## src/pwrc_pkg.sv

```systemverilog
package pwrc_pkg;
   // ---------------------------------------------------------------
   // rails and registers
   // ---------------------------------------------------------------
   localparam int NRAIL = 7;
   // rail index order inside the enable vectors
   localparam int RAIL_SDA = 0;
   localparam int RAIL_SDB = 1;
   localparam int RAIL_SDC = 2;
   localparam int RAIL_BB = 3;
   localparam int RAIL_SLW = 4;
   localparam int RAIL_FIX = 5;
   localparam int RAIL_SEL = 6;
   localparam logic [3:0] ADDR_OUT_EN = 4'h0;
   localparam logic [3:0] ADDR_VSEL = 4'h1;
   localparam logic [3:0] ADDR_SLW_T2 = 4'h2;
   localparam logic [3:0] ADDR_SEL_LVL = 4'h3;
   localparam logic [3:0] ADDR_PG_CTRL = 4'h4;
   localparam logic [3:0] ADDR_IRQ_CLR = 4'h5;
   localparam logic [3:0] ADDR_STATUS = 4'h6;
   localparam logic [3:0] ADDR_REF_SEL = 4'h7;
   // bit 7 of the slewing second target register switches off the
   // selectable linear regulator
   localparam int SLW_T2_SEL_OFF = 7;
   localparam int PG_SLEW_MASK_OFF = 0;
   localparam logic [7:0] OUT_EN_RST = 8'h7F;
   localparam logic [7:0] VSEL_RST = 8'h00;
   localparam logic [7:0] SLW_T2_RST = 8'h00;
   localparam logic [7:0] SEL_LVL_RST = 8'h00;
   localparam logic [7:0] PG_CTRL_RST = 8'h00;
   // ---------------------------------------------------------------
   // timing
   // ---------------------------------------------------------------
   localparam int CLK_MHZ = 100;
   localparam int DEB_MS = 50;
   localparam int WAKE_MS = 400;
   localparam int HARD_S = 5;
   localparam int HOLD_S = 1;
   localparam int ACK_S = 5;
   localparam int EN_US = 200;
   localparam longint DEB_CYC = longint'(DEB_MS) * 1000 * CLK_MHZ;
   localparam longint WAKE_CYC = longint'(WAKE_MS) * 1000 * CLK_MHZ;
   localparam longint HARD_CYC = longint'(HARD_S) * 1000000 * CLK_MHZ;
   localparam longint HOLD_CYC = longint'(HOLD_S) * 1000000 * CLK_MHZ;
   localparam longint ACK_CYC = longint'(ACK_S) * 1000000 * CLK_MHZ;
   localparam longint EN_CYC = longint'(EN_US) * CLK_MHZ;
   typedef enum logic [1:0] {
      PW_OFF = 2'b00,
      PW_WAKE = 2'b01,
      PW_ON = 2'b11,
      PW_HARD = 2'b10
   } pwrc_state_e;
endpackage

```

## src/pwrc_top.sv

```systemverilog
// Decided for this implementation: the address-and-strobe port and the placing of the registers.
`timescale 1ns/1ps
// Operation
// - reset out low while always-on rail bad or during hard reset
// - each regulator enable pin is active high
// - base variant: shared linear enable drives fixed and selectable
// - alternate variant: shared enable drives only fixed linear
// - software can switch off selectable linear by two registers
// - interrupt out asserts on good, undervoltage, overtemp events
// - interrupt stays until host writes interrupt clear register
// - acknowledge high activates wake, low deactivates it
// - wake releases high on detected button press
// - button status follows button after 50ms debounce
// - low on button input means pressed
// - standby pin high forces all references to second target
// - rails-ok low on any bad enabled rail or unmasked slew
// - rails-ok low when every regulator is disabled
// - registers return to defaults on logic supply collapse
// - selectable linear output level set by register
// - button held 400ms releases wake high
// - button held 5s: all off, wake low, reset 1s, inputs ignored 1s
// - enable pins reach regulator after about 200us
// - regulator not re-enabled until output sensed below 300mV
module pwrc_top #(
   parameter bit ALT_VARIANT = 1'b0,
   parameter longint DEB_CYC = pwrc_pkg::DEB_CYC,
   parameter longint WAKE_CYC = pwrc_pkg::WAKE_CYC,
   parameter longint HARD_CYC = pwrc_pkg::HARD_CYC,
   parameter longint HOLD_CYC = pwrc_pkg::HOLD_CYC,
   parameter longint ACK_CYC = pwrc_pkg::ACK_CYC,
   parameter longint EN_CYC = pwrc_pkg::EN_CYC
) (
   // clock and reset (reset is logic supply collapse)
   input wire logic mclk,
   input wire logic rst_n,
   // pins
   input wire logic stepdown_a_enable,
   input wire logic stepdown_b_enable,
   input wire logic stepdown_c_enable,
   input wire logic buckboost_enable,
   input wire logic slewing_linear_enable,
   input wire logic shared_linear_enable,
   input wire logic button_n,
   input wire logic power_hold_ack,
   input wire logic standby_target_select,
   // analog status
   input wire logic always_on_good,
   input wire logic [6:0] rail_good,
   input wire logic [6:0] rail_discharged,
   input wire logic [3:0] rail_slewing,
   input wire logic undervolt_evt,
   input wire logic overtemp_evt,
   // register port
   input wire logic [3:0] reg_addr,
   input wire logic [7:0] reg_wdata,
   input wire logic reg_wr,
   input wire logic reg_rd,
   output logic [7:0] reg_rdata,
   // outputs
   output logic [6:0] rail_enable,
   output logic [3:0] ref_use_second,
   output logic [1:0] sel_linear_level,
   output logic reset_out_n,
   output logic irq_out_n,
   output logic rails_ok_out,
   output logic button_status_n,
   output logic wake_out
);
   localparam int NR = pwrc_pkg::NRAIL;
   localparam int CW = 40;

   // ---------------------------------------------------------------
   // input synchronisers
   // ---------------------------------------------------------------
   logic [8:0] raw_in;
   logic [8:0] s1_q, s2_q, s3_q, syn_q;
   assign raw_in = {standby_target_select, power_hold_ack, button_n,
      shared_linear_enable, slewing_linear_enable, buckboost_enable,
      stepdown_c_enable, stepdown_b_enable, stepdown_a_enable};
   always_ff @(posedge mclk or negedge rst_n) begin
      if (!rst_n) begin
         // button stages start released, matching its pulled-up idle level
         s1_q <= 9'h040;
         s2_q <= 9'h040;
         s3_q <= 9'h040;
         syn_q <= 9'h040;
      end else begin
         s1_q <= raw_in;
         s2_q <= s1_q;
         s3_q <= s2_q;
         for (int i = 0; i < 9; i++) begin
            if (s2_q[i] == s3_q[i]) begin
               syn_q[i] <= s3_q[i];
            end
         end
      end
   end
   logic pressed, ack_s, stb_s;
   assign pressed = !syn_q[6];
   assign ack_s = syn_q[7];
   assign stb_s = syn_q[8];

   // ---------------------------------------------------------------
   // registers
   // ---------------------------------------------------------------
   logic [7:0] out_en_q, vsel_q, slw_t2_q, sel_lvl_q, pg_ctrl_q;
   logic irq_clr_wr;
   assign irq_clr_wr = reg_wr && reg_addr == pwrc_pkg::ADDR_IRQ_CLR;
   always_ff @(posedge mclk or negedge rst_n) begin
      if (!rst_n) begin
         out_en_q <= pwrc_pkg::OUT_EN_RST;
         vsel_q <= pwrc_pkg::VSEL_RST;
         slw_t2_q <= pwrc_pkg::SLW_T2_RST;
         sel_lvl_q <= pwrc_pkg::SEL_LVL_RST;
         pg_ctrl_q <= pwrc_pkg::PG_CTRL_RST;
      end else if (reg_wr) begin
         unique case (reg_addr)
            pwrc_pkg::ADDR_OUT_EN: out_en_q <= reg_wdata;
            pwrc_pkg::ADDR_VSEL: vsel_q <= reg_wdata;
            pwrc_pkg::ADDR_SLW_T2: slw_t2_q <= reg_wdata;
            pwrc_pkg::ADDR_SEL_LVL: sel_lvl_q <= reg_wdata;
            pwrc_pkg::ADDR_PG_CTRL: pg_ctrl_q <= reg_wdata;
            default: ;
         endcase
      end
   end

   // ---------------------------------------------------------------
   // enable delay, discharge interlock
   // ---------------------------------------------------------------
   logic [NR-1:0] pin_en;
   logic [NR-1:0] en_q;
   logic inhibit;
   always_comb begin
      pin_en[pwrc_pkg::RAIL_SDA] = syn_q[0];
      pin_en[pwrc_pkg::RAIL_SDB] = syn_q[1];
      pin_en[pwrc_pkg::RAIL_SDC] = syn_q[2];
      pin_en[pwrc_pkg::RAIL_BB] = syn_q[3];
      pin_en[pwrc_pkg::RAIL_SLW] = syn_q[4];
      pin_en[pwrc_pkg::RAIL_FIX] = syn_q[5];
      pin_en[pwrc_pkg::RAIL_SEL] = ALT_VARIANT ? 1'b0 : syn_q[5];
   end
   genvar g;
   generate
      for (g = 0; g < NR; g++) begin : g_rail
         logic [CW-1:0] dly_q;
         logic want;
         logic en_bit_q;
         assign en_q[g] = en_bit_q;
         assign want = pin_en[g] && out_en_q[g] && !inhibit && !(g ==
            pwrc_pkg::RAIL_SEL && slw_t2_q[pwrc_pkg::SLW_T2_SEL_OFF]);
         always_ff @(posedge mclk or negedge rst_n) begin
            if (!rst_n) begin
               dly_q <= '0;
               en_bit_q <= 1'b0;
            end else begin
               if (!want) begin
                  dly_q <= '0;
                  en_bit_q <= 1'b0;
               end else if (dly_q < CW'(EN_CYC)) begin
                  dly_q <= dly_q + 1'b1;
               end else if (!en_bit_q && rail_discharged[g]) begin
                  en_bit_q <= 1'b1;
               end
            end
         end
      end
   endgenerate

   // ---------------------------------------------------------------
   // button timing and power state
   // ---------------------------------------------------------------
   pwrc_pkg::pwrc_state_e st_q;
   logic [CW-1:0] btn_cnt_q, st_cnt_q;
   logic btn_last_q, deb_q;
   assign inhibit = st_q == pwrc_pkg::PW_HARD;
   always_ff @(posedge mclk or negedge rst_n) begin
      if (!rst_n) begin
         btn_cnt_q <= '0;
         btn_last_q <= 1'b0;
         deb_q <= 1'b0;
      end else begin
         btn_last_q <= pressed;
         if (inhibit || pressed != btn_last_q) begin
            btn_cnt_q <= '0;
         end else if (btn_cnt_q != '1) begin
            btn_cnt_q <= btn_cnt_q + 1'b1;
         end
         if (inhibit) begin
            deb_q <= 1'b0;
         end else if (pressed != btn_last_q) begin
            deb_q <= deb_q;
         end else if (btn_cnt_q == CW'(DEB_CYC)) begin
            deb_q <= pressed;
         end
      end
   end
   always_ff @(posedge mclk or negedge rst_n) begin
      if (!rst_n) begin
         st_q <= pwrc_pkg::PW_OFF;
         st_cnt_q <= '0;
      end else begin
         st_cnt_q <= st_cnt_q + 1'b1;
         if (!inhibit && pressed && btn_last_q &&
             btn_cnt_q == CW'(HARD_CYC)) begin
            st_q <= pwrc_pkg::PW_HARD;
            st_cnt_q <= '0;
         end else begin
            unique case (st_q)
               pwrc_pkg::PW_OFF: begin
                  st_cnt_q <= '0;
                  if (ack_s) begin
                     st_q <= pwrc_pkg::PW_ON;
                  end else if (pressed && btn_cnt_q == CW'(WAKE_CYC)) begin
                     st_q <= pwrc_pkg::PW_WAKE;
                  end
               end
               pwrc_pkg::PW_WAKE: begin
                  if (ack_s) begin
                     st_q <= pwrc_pkg::PW_ON;
                  end else if (st_cnt_q >= CW'(ACK_CYC)) begin
                     st_q <= pwrc_pkg::PW_OFF;
                  end
               end
               pwrc_pkg::PW_ON: begin
                  if (!ack_s) begin
                     st_q <= pwrc_pkg::PW_OFF;
                  end
               end
               pwrc_pkg::PW_HARD: begin
                  if (st_cnt_q >= CW'(HOLD_CYC) - 1'b1) begin
                     st_q <= pwrc_pkg::PW_OFF;
                  end
               end
            endcase
         end
      end
   end

   // ---------------------------------------------------------------
   // interrupt and outputs
   // ---------------------------------------------------------------
   logic [NR-1:0] good_last_q;
   logic irq_q, evt;
   assign evt = (|(good_last_q & ~rail_good & en_q)) || undervolt_evt ||
      overtemp_evt;
   always_ff @(posedge mclk or negedge rst_n) begin
      if (!rst_n) begin
         good_last_q <= '0;
         irq_q <= 1'b0;
      end else begin
         good_last_q <= rail_good;
         if (evt) begin
            irq_q <= 1'b1;
         end else if (irq_clr_wr) begin
            irq_q <= 1'b0;
         end
      end
   end
   logic slew_mask;
   assign slew_mask = (|rail_slewing) &&
      !pg_ctrl_q[pwrc_pkg::PG_SLEW_MASK_OFF];
   always_ff @(posedge mclk or negedge rst_n) begin
      if (!rst_n) begin
         rail_enable <= '0;
         ref_use_second <= 4'h0;
         sel_linear_level <= 2'h0;
         reset_out_n <= 1'b0;
         irq_out_n <= 1'b1;
         rails_ok_out <= 1'b0;
         button_status_n <= 1'b1;
         wake_out <= 1'b0;
         reg_rdata <= 8'h00;
      end else begin
         rail_enable <= en_q;
         ref_use_second <= stb_s ? 4'hF : vsel_q[3:0];
         sel_linear_level <= sel_lvl_q[1:0];
         reset_out_n <= always_on_good && !inhibit;
         irq_out_n <= !irq_q;
         rails_ok_out <= (&(rail_good | ~en_q)) && (|en_q) &&
            !slew_mask;
         button_status_n <= !deb_q;
         wake_out <= st_q == pwrc_pkg::PW_WAKE ||
            st_q == pwrc_pkg::PW_ON;
         reg_rdata <= 8'h00;
         if (reg_rd) begin
            unique case (reg_addr)
               pwrc_pkg::ADDR_OUT_EN: reg_rdata <= out_en_q;
               pwrc_pkg::ADDR_VSEL: reg_rdata <= vsel_q;
               pwrc_pkg::ADDR_SLW_T2: reg_rdata <= slw_t2_q;
               pwrc_pkg::ADDR_SEL_LVL: reg_rdata <= sel_lvl_q;
               pwrc_pkg::ADDR_PG_CTRL: reg_rdata <= pg_ctrl_q;
               pwrc_pkg::ADDR_STATUS: reg_rdata <= {irq_q, en_q};
               pwrc_pkg::ADDR_REF_SEL: reg_rdata <= {2'h0, st_q,
                  ref_use_second};
               default: reg_rdata <= 8'h00;
            endcase
         end
      end
   end
endmodule

```

## config.mk

```make
export PLATFORM = sky130hd
export DESIGN_NAME = pwrc_top
export DESIGN_NICKNAME = d
export VERILOG_FILES = /design/src/pwrc_pkg.sv /design/src/pwrc_top.sv
export SDC_FILE = /design/constraint.sdc
export NUM_CORES = 1
export LEC_CHECK = 0
export BUFFER_PORTS_ARGS = -buffer_cell sky130_fd_sc_hd__buf_2
export CAP_MARGIN = 20
export CORE_MARGIN = 1.5
export CORE_UTILIZATION = 60
export CTS_CLUSTER_SIZE = 24
export DETAILED_ROUTE_END_ITERATION = 10
export GPL_TIMING_DRIVEN = 0
export HOLD_SLACK_MARGIN = 0.12
export PLACE_DENSITY = 0.77
export SYNTH_ARGS = -nofsm -noshare
export SYNTH_HDL_FRONTEND = slang
export SYNTH_SLANG_ARGS = --single-unit
```

## constraint.sdc

```tcl
create_clock -name mclk -period 6.2 [get_ports mclk]
set_clock_uncertainty 0.2 [all_clocks]
set_input_delay 0.31 -clock mclk [delete_from_list [all_inputs] [get_ports mclk]]
set_output_delay 0.31 -clock mclk [all_outputs]
set_load 0.01 [all_outputs]
```

Yosys cells after proc, flatten, opt, wreduce, memory -nomap -nowiden
Index checks and enable logic that the tools add are counted.
- register bits: 481
- bits in latches: 0
- memory bits (writable): 0
- memory bits (read-only): 0
- input bits: 46
- output and inout bits: 26
- logic and storage cells: 247
- memories: 0
- $add $sub $neg: 9
- $mul: 0
- div/mod/pow operators: 0
- $lt $le $gt $ge: 9
- eq/ne operators: 50
- shift operators: 0
- muxes and demuxes: 55
- bitwise operators: 5
- reduce and logical (&&, ||, !) cells: 72
- operators by type and width (cell ; count):
    two-way mux 40 bit ; 18
    adder 40 x 1 -> 40 bit, second input constant ; 9
    less-than comparator 40 x 15 -> 1 bit, second input constant ; 7
    one-hot mux 8 bit (7 select lines) ; 1
    equality test 40 x 23 -> 1 bit, second input constant ; 1
    equality test 40 x 26 -> 1 bit, second input constant ; 1
    equality test 40 x 29 -> 1 bit, second input constant ; 1
    greater-or-equal comparator 40 x 27 -> 1 bit, second input constant ; 1
    greater-or-equal comparator 40 x 29 -> 1 bit, second input constant ; 1
    inequality test 40 bit, second input constant ; 1
    logical AND 1 bit ; 31
    inequality test 2 x 1 -> 1 bit, second input constant ; 14
    two-way mux 1 bit ; 26
    AND reduction 2 bit ; 13
    equality test 4 x 3 -> 1 bit, second input constant ; 4
    inequality test 2 bit, second input constant ; 8
    bitwise AND 7 bit ; 2
    zero test 1 bit ; 14
    two-way mux 2 bit ; 7
    inverter 7 bit ; 2
    OR reduction 7 bit ; 2
    equality test 1 bit ; 9
    equality test 4 x 2 -> 1 bit, second input constant ; 2
    two-way mux 8 bit ; 1
    17 further kinds ; 24

Longest topological paths before layout
Gate-level depths: netlist of run 1.
- word-level depth: 7
- gate-level depth with buffers: 9
- mapped depth without buffers: 7

Least setup slack after synthesis of run 1
No wires, ideal clock.
- kind: reg-to-reg
- from: register btn_cnt_q[22]
- to: register btn_cnt_q[35]
- setup time: 0.078 ns
- arrival: 2.136 ns
- required time: 5.922 ns
- path slack: 3.786 ns
- cell stages (with the launch flop): 7
- path buffers: 1
- period minus slack after synthesis: 2.414 ns
- cell sequence: dfrtp_1 -> nand3_2 -> or4_1 -> buf_2 -> or4_1 -> or3_1 -> a21oi_1
- longest elaborated chain between the ends: 3
- elaborated cells between the ends (all ways): 5
- those cells by class: add/sub: 1; eq/ne: 1; mux: 2; reduce/logical: 1
- RTL lines (what ; RTL line ; text):
    start: declaration ; pwrc_top.sv:174 ; logic [CW-1:0] btn_cnt_q, st_cnt_q;
    start signal: assignment ; pwrc_top.sv:187 ; btn_cnt_q <= btn_cnt_q + 1'b1;
    adder 40 x 1 -> 40 bit ; pwrc_top.sv:187 ;
    two-way mux 40 bit ; pwrc_top.sv:186 ; end else if (btn_cnt_q != '1) begin
    two-way mux 40 bit ; pwrc_top.sv:184 ; if (inhibit || pressed != btn_last_q) begin
Parallel ways exist; a longest one is shown, timed or not. The select of a mux whose other input is x is not followed.
A chain may end at the register's enable or synchronous reset.

Worst setup path after layout of run 1
- from: register st_q[0]
- to: register g_rail[3].dly_q[10]
- longest elaborated chain between the ends: 4
- elaborated cells between the ends (all ways): 5
- those cells by class: eq/ne: 2; mux: 1; reduce/logical: 2
- RTL lines (what ; RTL line ; text):
    start: declaration ; pwrc_top.sv:173 ; pwrc_pkg::pwrc_state_e st_q;
    start signal: assignment ; pwrc_top.sv:200 ; st_q <= pwrc_pkg::PW_OFF;
    start signal: assignment ; pwrc_top.sv:206 ; st_q <= pwrc_pkg::PW_HARD;
    start signal: assignment ; pwrc_top.sv:213 ; st_q <= pwrc_pkg::PW_ON;
    equality test 2 bit * ; pwrc_top.sv:176 ; assign inhibit = st_q == pwrc_pkg::PW_HARD;
    zero test 1 bit * ; pwrc_top.sv:150 ; assign want = pin_en[g] && out_en_q[g] && !inhibit && !(g ==
    logical AND 1 bit * ; pwrc_top.sv:150 ;
    inequality test 2 x 1 -> 1 bit (no source line) / two-way mux 40 bit (equally long branches) ; - ;
    end signal: assignment ; pwrc_top.sv:161 ; dly_q <= dly_q + 1'b1;
    end: declaration ; pwrc_top.sv:146 ; logic [CW-1:0] dly_q;
Mark *: on every way between the ends. The rest lies on a longest branch, timed or not.

==> reports/metrics.cfg, run 1 <==
[run_status]
status = finished, final reports clean

[clock_tree]
tritoncts = done
clk_pin_slew_ns = 0.06
ctsResizeCount = 0
clkSinkCount = 481
numCtsBuffers = 49
htree_levels = 2
cts-root-buf = clkbuf_16
clk_latency_ns = 0.58
cts_setup_buffers = 0
clk_path_buf_depth = 3

[placement]
hpwl_um = 30020
placed_cell_area_mm2 = 0.02184
port_buffers = 69
place_congestion = 0.9308
place_ws_ns = 2.943

[synthesis]
syn_nets = 1972
yosysWarnings = 0
yosysUniqueCellTypes = 70
synthArstFlopShare = 1.000
synth_top_area_frac = 0.5625
synth_common_cells = dfrtp_1, and2_1, nor2_1
avgSynthCellArea_um2 = 10.87
synth_edf_count = 0
yosysTopAreaCell = dfrtp_1
synthTopCellsByArea = dfrtp_1, and2_1, nor2_1
synth.ff_latch_count = 481
synthFlopType = dfrtp_1
ys_seq_area_frac = 0.5789
synth_most_common_cell = dfrtp_1
syn_area_mm2 = 0.02082
netlist_instances = 1915

[critical_path]
r2r_end = g_rail[3].dly_q[10]
setup.worst_path.end_class = register
endpoint = g_rail[3].dly_q[10]
crit_path_top_delay_cell = clkbuf_1
cp_max_fo = 10
startpoint = st_q[0]
path_common_cell = clkbuf_1
start_kind = register
cp_data_required_time_ns = 6.49
reg2reg_slack_ns = 2.89
ff2ff_path_depth = 6
worst_path_largest_cell_delay_ns = 0.72
r2r_start = st_q[0]
cp_cell_sequence = nand2b_1 > clkbuf_1 > clkbuf_1 > nand3_1 > clkbuf_1 > nor3b_1
cp.arrival_ns = 3.60
setup.worst_path.class = reg -> reg

[global_route]
overflow = 0
track_usage = 0.2643
grt_pass1_vias = 15350
grt_start_max_net_pins = 130
grt_pass1_wl_um = 77300
antenna_found_initial = 2

[power_and_ir_drop]
power_leakage_uw = 0.01058
powerDensity_mw_per_mm2 = 297.2
max-vdd-ir-drop_mv = 0.2310
finalPower_uw = 7143

[die]
core_area_mm2 = 0.03437
die_h_um = 189.3
die_w_um = 189.3
io-pin-count = 72
rows = 68
start_util = 0.6057
die-area_mm2 = 0.03583

[sta]
timing.fmax_mhz = 302.1
worst_slack_ns = 2.890
relSlewSlack = 0.2746
rsz0062_at_grt = false
setup_violations = 0
setup_tns_ns = 0
period_needed_ns = 3.310
slew_viol_final = 0
hold_viol_final = 0
fin_hold_ws_ns = 0.1423
worst_pin_slew_ns = 1.078
min_period_over_period = 0.5338

[detailed_routing]
antenna_left = 0
route.detailed.wl_per_inst_um = 17.89
drt_iter0_markers = 1063
wirelength_um = 46140
first_pass_iters = 7
viasPerCell = 6.007
drc_errors = 0
num_vias = 15490

[layout]
drive_gt1_frac = 0.1178
area_delta_synth_final_pct = 15.44
nets = 2141
design_area_mm2 = 0.02404

[min_path]
min_path_type = in -> async

[run]
cap_violations = 0

-- layer usage --
layer | GRT usage | part of all wire
met5 | 0 | 0
met4 | 0.08944 | 0.029
met3 | 0.05412 | 0.058
met2 | 0.4246 | 0.47
met1 | 0.3614 | 0.44
-- power by group --
part	switching (uW)	internal (uW)
Sequential	107	3270
Combinational	383	199
Clock	1240	1940
Total	1730	5410
-- cells by family (layout without fill, tap and decap cells) --
group,after synthesis,in the layout,share of synthesized area
AOI/OAI and AO/OA,288,288,0.09050
DFF,481,481,0.5789
adders and majority gates,20,20,0.01094
and+or+nand+nor,880,880,0.2373
buffers and inverters,116,324,0.02127
xor gates and xnor gates,65,65,0.02734
other,0,1,0
muxes,65,65,0.03377
-- how the worst min path moves through the flow --
stage | depth (start not counted) | end | startpoint | slack, ns
floorplan | 0 | btn_cnt_q[0] | rst_n | -0.19
global placement | 0 | s2_q[4] | s1_q[4] | 0.14
detailed placement | 0 | s2_q[7] | s1_q[7] | 0.14
CTS | 2 | s1_q[8] | standby_target_select | 0.13
global route | 2 | s1_q[8] | standby_target_select | 0.15
finish | 2 | g_rail[4].dly_q[34] | rst_n | 0.14
-- registers in the layout (all words and copies together) (netlist names), 2 cells and up --
name and flops:
btn_cnt_q 40, g_rail.dly_q 280, g_rail.en_bit_q 7, good_last_q 7, out_en_q 8, pg_ctrl_q 8, rail_enable 7, ref_use_second 4
reg_rdata 8, s1_q 9, s2_q 9, s3_q 9, sel_linear_level 2, sel_lvl_q 8, slw_t2_q 8, st_cnt_q 40
st_q 2, syn_q 9, vsel_q 8
-- stage by stage --
stage	utilization	instances
final	0.6993	2579
after global routing	0.6992	2578
after CTS	0.6990	2577
after detailed placement	0.6354	2444
after global placement	0.6324	2439
after floorplan	-	1915
-- critical path, delay by kind of cell, from the launching register on --
| kind | cells | cell delay (ns) |
|---|---|---|
| flops | 1 | 0.50 |
| buf+inv | 3 | 1.65 |
| simple gates | 3 | 0.87 |
-- final cells by class --
| cell class | count | area [um2] |
|---|---|---|
| Multi-Input combinational cell | 1318 | 8325 |
| Tap cell | 455 | 569.3 |
| Inverter | 36 | 135.1 |
| Clock inverter | 28 | 390.4 |
| Timing Repair Buffer | 118 | 884.6 |
| Antenna cell | 1 | 2.502 |
| Buffer | 80 | 307.8 |
| Clock buffer | 62 | 1368 |
| Fill cell | 2513 | 10340 |
| Sequential cell | 481 | 12050 |
-- cells in the final DEF, fill, tap and decap left out, types with 11 or more instances in the layout --
cell type and instances:
dfrtp_1 468, and2_1 191, nor2_1 145, nand2_1 104, a21oi_1 98, clkbuf_1 75
buf_2 75, nand3_1 70, nor4_1 67, nand4_1 60, o21ai_0 57, clkbuf_16 51
nor3_1 46, xnor2_1 46, or3_1 45, dlygate4sd3_1 43, mux2_2 42, inv_1 36
or4_1 32, and3_1 27, mux2i_1 23, and4_1 21, xor2_1 19, nor2b_1 15
a31o_2 14, o31ai_1 13, dfstp_2 13, nand2b_1 12, a2111oi_0 12, ha_1 11
clkinv_2 11
-- timing repair --
| item | in CTS | in global routing |
|---|---|---|
| endpoints found under the hold margin | 181 | 0 |
| hold buffers | 43 | 0 |
| endpoints found under the setup margin | 0 | 0 |
Note: power is estimated with default switching activity, not from simulation.
==> run 2, diff against run 1 <==
clock period = 3.45 ns   (was 6.2 ns; I/O delays follow)
==> reports/metrics.cfg, run 2 (same netlist as run 1, synthesis figures left out) <==
[placement]
place_ws_ns = 0.1932  ; was 2.943 ns
place_inst = 2444  ; unchanged
placed_cell_area_mm2 = 0.02184  ; unchanged
place_congestion = 0.9308  ; unchanged
hpwl_um = 30020  ; unchanged
port_buffers = 69  ; unchanged

[sta]
rsz0062_at_grt = false  ; unchanged
relSlewSlack = 0.3132  ; was 0.2746
period_needed_ns = 3.314  ; was 3.310 ns
min_period_over_period = 0.9606  ; was 0.5338
slew_viol_final = 0  ; unchanged
setup_violations = 0  ; unchanged
timing.fmax_mhz = 301.8  ; was 302.1 MHz
worst_pin_slew_ns = 1.024  ; was 1.078 ns
worst_slack_ns = 0.1360  ; was 2.890 ns
hold_viol_final = 0  ; unchanged

[layout]
design_area_mm2 = 0.02425  ; was 0.02404 mm2
nets = 2161  ; was 2,141
area_delta_synth_final_pct = 16.49  ; was 15.44%
seq_area_mm2 = 0.01205  ; unchanged
top_register = g_rail.dly_q  ; unchanged
stdcell_count = 2602  ; was 2,579
fin_util = 0.7056  ; was 0.6993
multi_input_area_mm2 = 0.008325  ; unchanged
final_common_cell = dfrtp_1  ; unchanged
largest_reg_flops = 280  ; unchanged
drive_gt1_frac = 0.1167  ; was 0.1178
reg_top3 = g_rail.dly_q x280, btn_cnt_q x40, st_cnt_q x40  ; unchanged
fillCellCount = 2468  ; was 2,513
layout_common_cells = dfrtp_1, and2_1, nor2_1  ; unchanged

[min_path]
hold_depth = 0
min_path_type = reg -> reg  ; was in -> async

[detailed_routing]
first_pass_iters = 6  ; was 7
drt_iter0_markers = 1145  ; was 1,063
drc_errors = 0  ; unchanged
antenna_left = 0  ; unchanged
num_vias = 15620  ; was 15,490
route.detailed.wl_per_inst_um = 17.94  ; was 17.89 um
wirelength_um = 46680  ; was 46,140 um
viasPerCell = 6.001  ; was 6.007

[critical_path]
cp_data_required_time_ns = 3.74  ; was 6.49 ns
ff2ff_path_depth = 6  ; unchanged
cp_cell_sequence = nand2b_1 > clkbuf_1 > clkdlybuf4s15_1 > nand3_1 > clkbuf_1 > nor3b_1  ; was nand2b_1 > clkbuf_1 > clkbuf_1 > nand3_1 > clkbuf_1 > nor3b_1
start_kind = register  ; unchanged
cp.arrival_ns = 3.60  ; about the same
worst_path_largest_cell_delay_ns = 0.76  ; was 0.72 ns
setup.worst_path.class = reg -> reg  ; unchanged
path_common_cell = clkbuf_1  ; unchanged
crit_path_top_delay_cell = clkdlybuf4s15_1  ; was clkbuf_1
setup.worst_path.end_class = register  ; unchanged
cp_max_fo = 10  ; unchanged

[run]
cap_violations = 0  ; unchanged

[clock_tree]
tritoncts = done  ; unchanged
clkSinkCount = 481  ; unchanged
clk_latency_ns = 0.58  ; about the same
htree_levels = 2  ; unchanged
cts_setup_buffers = 0  ; unchanged
clk_path_buf_depth = 3  ; unchanged
clk_pin_slew_ns = 0.06  ; about the same
cts-root-buf = clkbuf_16  ; unchanged
numCtsBuffers = 49  ; unchanged

[power_and_ir_drop]
power_leakage_uw = 0.01067  ; was 0.01058 uW
max-vdd-ir-drop_mv = 0.4149  ; was 0.2310 mV
powerDensity_mw_per_mm2 = 530.1  ; was 297.2 mW/mm2

[die]
io-pin-count = 72  ; unchanged
die_w_um = 189.3  ; unchanged
rows = 68  ; unchanged
die_h_um = 189.3  ; unchanged
die-area_mm2 = 0.03583  ; unchanged
core_area_mm2 = 0.03437  ; unchanged
start_util = 0.6057  ; unchanged

[global_route]
track_usage = 0.2664  ; was 0.2643
grt_pass1_vias = 15550  ; was 15,350
grt_start_max_net_pins = 130  ; unchanged
overflow = 0  ; unchanged
antenna_found_initial = 3  ; was 2
grt_pass1_wl_um = 77950  ; was 77,300 um

[run_status]
status = finished, final reports clean  ; unchanged

-- run 2: critical path, delay by kind of cell, from the launching register on --
kind,cells,cell delay [ns]
buffers and inverters,3,1.68
DFF,1,0.50
and+or+nand+nor,3,0.85
-- run 2: per-stage QoR --
step / hold slack, ns / power [uW] / setup TNS (ns)
after floorplan: -0.3231 / 6689 / 0
after global placement: 0.07705 / 7118 / -3448.58
after detailed placement: 0.07635 / 7174 / 0
after CTS: 0.1299 / 12950 / 0
after global routing: 0.1599 / 13320 / 0
final: 0.1534 / 12860 / 0
-- run 2: path summary, 6_finish.rpt --
kind	startpoint	to	slack [ns]
max reg2reg	st_q[0]	g_rail[3].dly_q[10]	0.14
min reg2reg	s1_q[0]	s2_q[0]	0.15
max in group asynchronous	rst_n	g_rail[1].dly_q[24]	0.51
min in group asynchronous	rst_n	g_rail[4].dly_q[34]	0.49
max	st_q[0]	g_rail[3].dly_q[10]	0.14
min	s1_q[0]	s2_q[0]	0.15
-- run 2: layout make-up --
| cell class | instances | area share |
|---|---|---|
| Inverter | 36 | 0.005571 |
| Clock buffer | 62 | 0.05638 |
| Antenna cell | 4 | 0.0004127 |
| Buffer | 80 | 0.01295 |
| Tap cell | 455 | 0.02347 |
| Multi-Input combinational cell | 1318 | 0.3433 |
| Sequential cell | 481 | 0.4969 |
| Clock inverter | 28 | 0.01609 |
| Timing Repair Buffer | 138 | 0.04493 |
-- run 2: metal layers --
layer  vias to the layer above  GRT usage  routed length [um]
met5                         -          0                   0
met4                         0    0.09524                1346
met3                        98    0.05449                2728
met2                       444     0.4290               22260
met1                      7782     0.3613               20350
li1                       7291          -                   -
-- run 2: timing repair --
item	4_1_cts	5_1_grt
resized for setup	0	3
hold buffers	63	0
hold endpoints to repair	212	0
endpoints found under the setup margin	0	129
-- run 2: power by group --
group	leakage, uW	internal [uW]	switching, uW
clock network	0.000860	3490	2230
registers	0.00649	5880	192
logic	0.00332	377	691
total	0.0107	9740	3110
==> run 3, diff against run 2 <==
ABC_AREA = 1   (was default)
==> reports/metrics.cfg, run 3 <==
[run_status]
status = finished, final reports clean  ; unchanged

[synthesis]
synth_edf_count = 0  ; unchanged
synth_top_area_frac = 0.5196  ; was 0.5625
netlist_instances = 2748  ; was 1,915
yosysWarnings = 0  ; unchanged
synth_common_cells = nand2_1, dfrtp_1, nor2_1  ; was dfrtp_1, and2_1, nor2_1
avgSynthCellArea_um2 = 8.202  ; was 10.87 um2
ys_seq_area_frac = 0.5347  ; was 0.5789
synthFlopType = dfrtp_1  ; unchanged
syn_nets = 2805  ; was 1,972
synthTopCellsByArea = dfrtp_1, nand2_1, nor2_1  ; was dfrtp_1, and2_1, nor2_1
synthArstFlopShare = 1.000  ; unchanged
synth.ff_latch_count = 481  ; unchanged
syn_area_mm2 = 0.02254  ; was 0.02082 mm2
yosysUniqueCellTypes = 50  ; was 70
yosysTopAreaCell = dfrtp_1  ; unchanged
synth_most_common_cell = nand2_1  ; was dfrtp_1

[min_path]
min_path_type = in -> reg  ; was reg -> reg
hp-start = rail_discharged[1]  ; was s1_q[0]

[power_and_ir_drop]
max-vdd-ir-drop_mv = 0.3450  ; was 0.4149 mV
finalPower_uw = 13000  ; was 12,860 uW
power_leakage_uw = 0.01171  ; was 0.01067 uW
powerDensity_mw_per_mm2 = 498.4  ; was 530.1 mW/mm2

[layout]
layout_common_cells = nand2_1, dfrtp_1, nor2_1  ; was dfrtp_1, and2_1, nor2_1
top_register = g_rail.dly_q  ; unchanged
area_delta_synth_final_pct = 15.69  ; was 16.49%
final_common_cell = nand2_1  ; was dfrtp_1
n_antenna_cell = 0  ; was 4
drive_gt1_frac = 0.09267  ; was 0.1167
design_area_mm2 = 0.02608  ; was 0.02425 mm2
largest_reg_flops = 280  ; unchanged
nets = 3004  ; was 2,161
reg_top3 = g_rail.dly_q x280, btn_cnt_q x40, st_cnt_q x40  ; unchanged

[clock_tree]
cts-root-buf = clkbuf_16  ; unchanged
clk_pin_slew_ns = 0.06  ; about the same
ctsResizeCount = 0  ; unchanged
tritoncts = done  ; unchanged
clkSinkCount = 481  ; unchanged
numCtsBuffers = 50  ; was 49
clk_latency_ns = 0.60  ; was 0.58 ns
htree_levels = 2  ; unchanged
clk_path_buf_depth = 3  ; unchanged
cts_setup_buffers = 0  ; unchanged

[detailed_routing]
first_pass_iters = 8  ; was 6
drc_errors = 0  ; unchanged
antenna_left = 0  ; unchanged
num_vias = 19040  ; was 15,620
wirelength_um = 55450  ; was 46,680 um
route.detailed.wl_per_inst_um = 16.04  ; was 17.94 um
drt_iter0_markers = 1304  ; was 1,145
viasPerCell = 5.509  ; was 6.001

[die]
die_h_um = 196.8  ; was 189.3 um
io-pin-count = 72  ; unchanged
rows = 70  ; was 68
start_util = 0.6128  ; was 0.6057
die-area_mm2 = 0.03874  ; was 0.03583 mm2
core_area_mm2 = 0.03679  ; was 0.03437 mm2
die_w_um = 196.8  ; was 189.3 um

[run]
cap_violations = 0  ; unchanged

[critical_path]
startpoint = reg_addr[0]  ; was st_q[0]
cp_data_required_time_ns = 3.70  ; was 3.74 ns
cp_max_fo = 10  ; unchanged
cp.arrival_ns = 3.23  ; was 3.60 ns
r2r_start = g_rail[0].en_bit_q  ; was st_q[0]
start_kind = primary input  ; was register
setup.worst_path.end_class = register  ; unchanged
setup.worst_path.class = in -> reg  ; was reg -> reg

[sta]
setup_tns_ns = 0  ; unchanged
slew_viol_final = 0  ; unchanged
rsz0062_at_grt = false  ; unchanged
relSlewSlack = 0.5822  ; was 0.3132
min_period_over_period = 0.8641  ; was 0.9606
timing.fmax_mhz = 335.4  ; was 301.8 MHz
worst_pin_slew_ns = 0.6267  ; was 1.024 ns
period_needed_ns = 2.981  ; was 3.314 ns
setup_violations = 0  ; unchanged
hold_viol_final = 0  ; unchanged

[global_route]
antenna_found_initial = 0  ; was 3
busiest_layer = met2  ; unchanged
grt_start_max_net_pins = 129  ; was 130
grt_pass1_wl_um = 92060  ; was 77,950 um
track_usage = 0.2943  ; was 0.2664
overflow = 0  ; unchanged
grt_pass1_vias = 18980  ; was 15,550
grt_use_met2 = 0.5009  ; was 0.4290
grt.met3_usage = 0.03970  ; was 0.05449
use_met1 = 0.3828  ; was 0.3613

[placement]
port_buffers = 71  ; was 69
hpwl_um = 37500  ; was 30,020 um
place_congestion = 0.9358  ; was 0.9308
placed_cell_area_mm2 = 0.02357  ; was 0.02184 mm2

run 3: cell count changes in the layout (fill, tap and decap cells not counted), moves of 68 or more:
cell,previous run,this run
inv_1,36,361
and2_1,191,0
nand3_1,70,205
a21oi_1,98,30
nand2_1,104,549
nor2_1,145,467
run 3: kinds of logic after synthesis:
| kind of cell | count (synthesis) | share of synthesized area |
|---|---|---|
| buffers and inverters | 457 | 0.07816 |
| and+or+nand+nor | 1494 | 0.2899 |
| DFF | 481 | 0.5347 |
| AOI/OAI and AO/OA | 211 | 0.05407 |
| xor gates and xnor gates | 85 | 0.03303 |
| adders and majority gates | 20 | 0.01010 |
run 3: what timing repair did:
action | CTS | global route
endpoints found under the setup margin | 0 | 0
hold buffers | 73 | 0
endpoints found under the hold margin | 186 | 0
run 3: critical path: stages:
cell	delay, ns
dlygate4sd3_1	0.55
buf_2	0.16
nor2_1	0.16
dlygate4sd3_1	0.58
nand2_1	0.05
dlygate4sd3_1	0.58
inv_2	0.18
nand2_1	0.25
clkbuf_1	0.31
nand2_1	0.12
o21ai_0	0.11
run 3: layer usage:
layer	wire, um	vias to the layer above
met1	23880	9172
li1	-	9209
met3	2692	132
met4	1899	0
met5	0	-
met2	26980	530
run 3: final timing paths:
kind	endpoint	slack [ns]	cells after the start
max	pg_ctrl_q[6]	0.47	11
min	g_rail[1].en_bit_q	0.13	4
max reg2reg	irq_q	0.87	8
min reg2reg	s2_q[1]	0.15	0
max in group asynchronous	g_rail[4].dly_q[34]	1.66	4
min in group asynchronous	g_rail[0].dly_q[27]	0.47	3
run 3: metrics by stage:
stage	setup slack (ns)	instances	hold WS, ns	util
after floorplan	1.548	2748	-0.3231	-
after global placement	-7.363	3287	0.07726	0.6383
after detailed placement	0.9392	3290	0.08147	0.6409
after CTS	0.6207	3457	0.1261	0.7089
after global routing	0.3956	3457	0.1488	0.7089
final	0.4688	3457	0.1346	0.7089
run 3: power by group:
| group | total, uW | switching [uW] | internal (uW) |
|---|---|---|---|
| clock network | 5630 | 2330 | 3300 |
| registers | 6060 | 186 | 5870 |
| logic | 1300 | 930 | 374 |
run 3: area by class of cell:
type | instances | area (um2)
plain buffers | 56 | 254.0
clock buffers | 66 | 1414
clock inverters | 28 | 340.3
fillers | 2841 | 10710
inverters | 401 | 1508
multi-input cells | 1810 | 8726
flip-flops and latches | 481 | 12050
well taps | 468 | 585.6
repair buffers | 147 | 1196
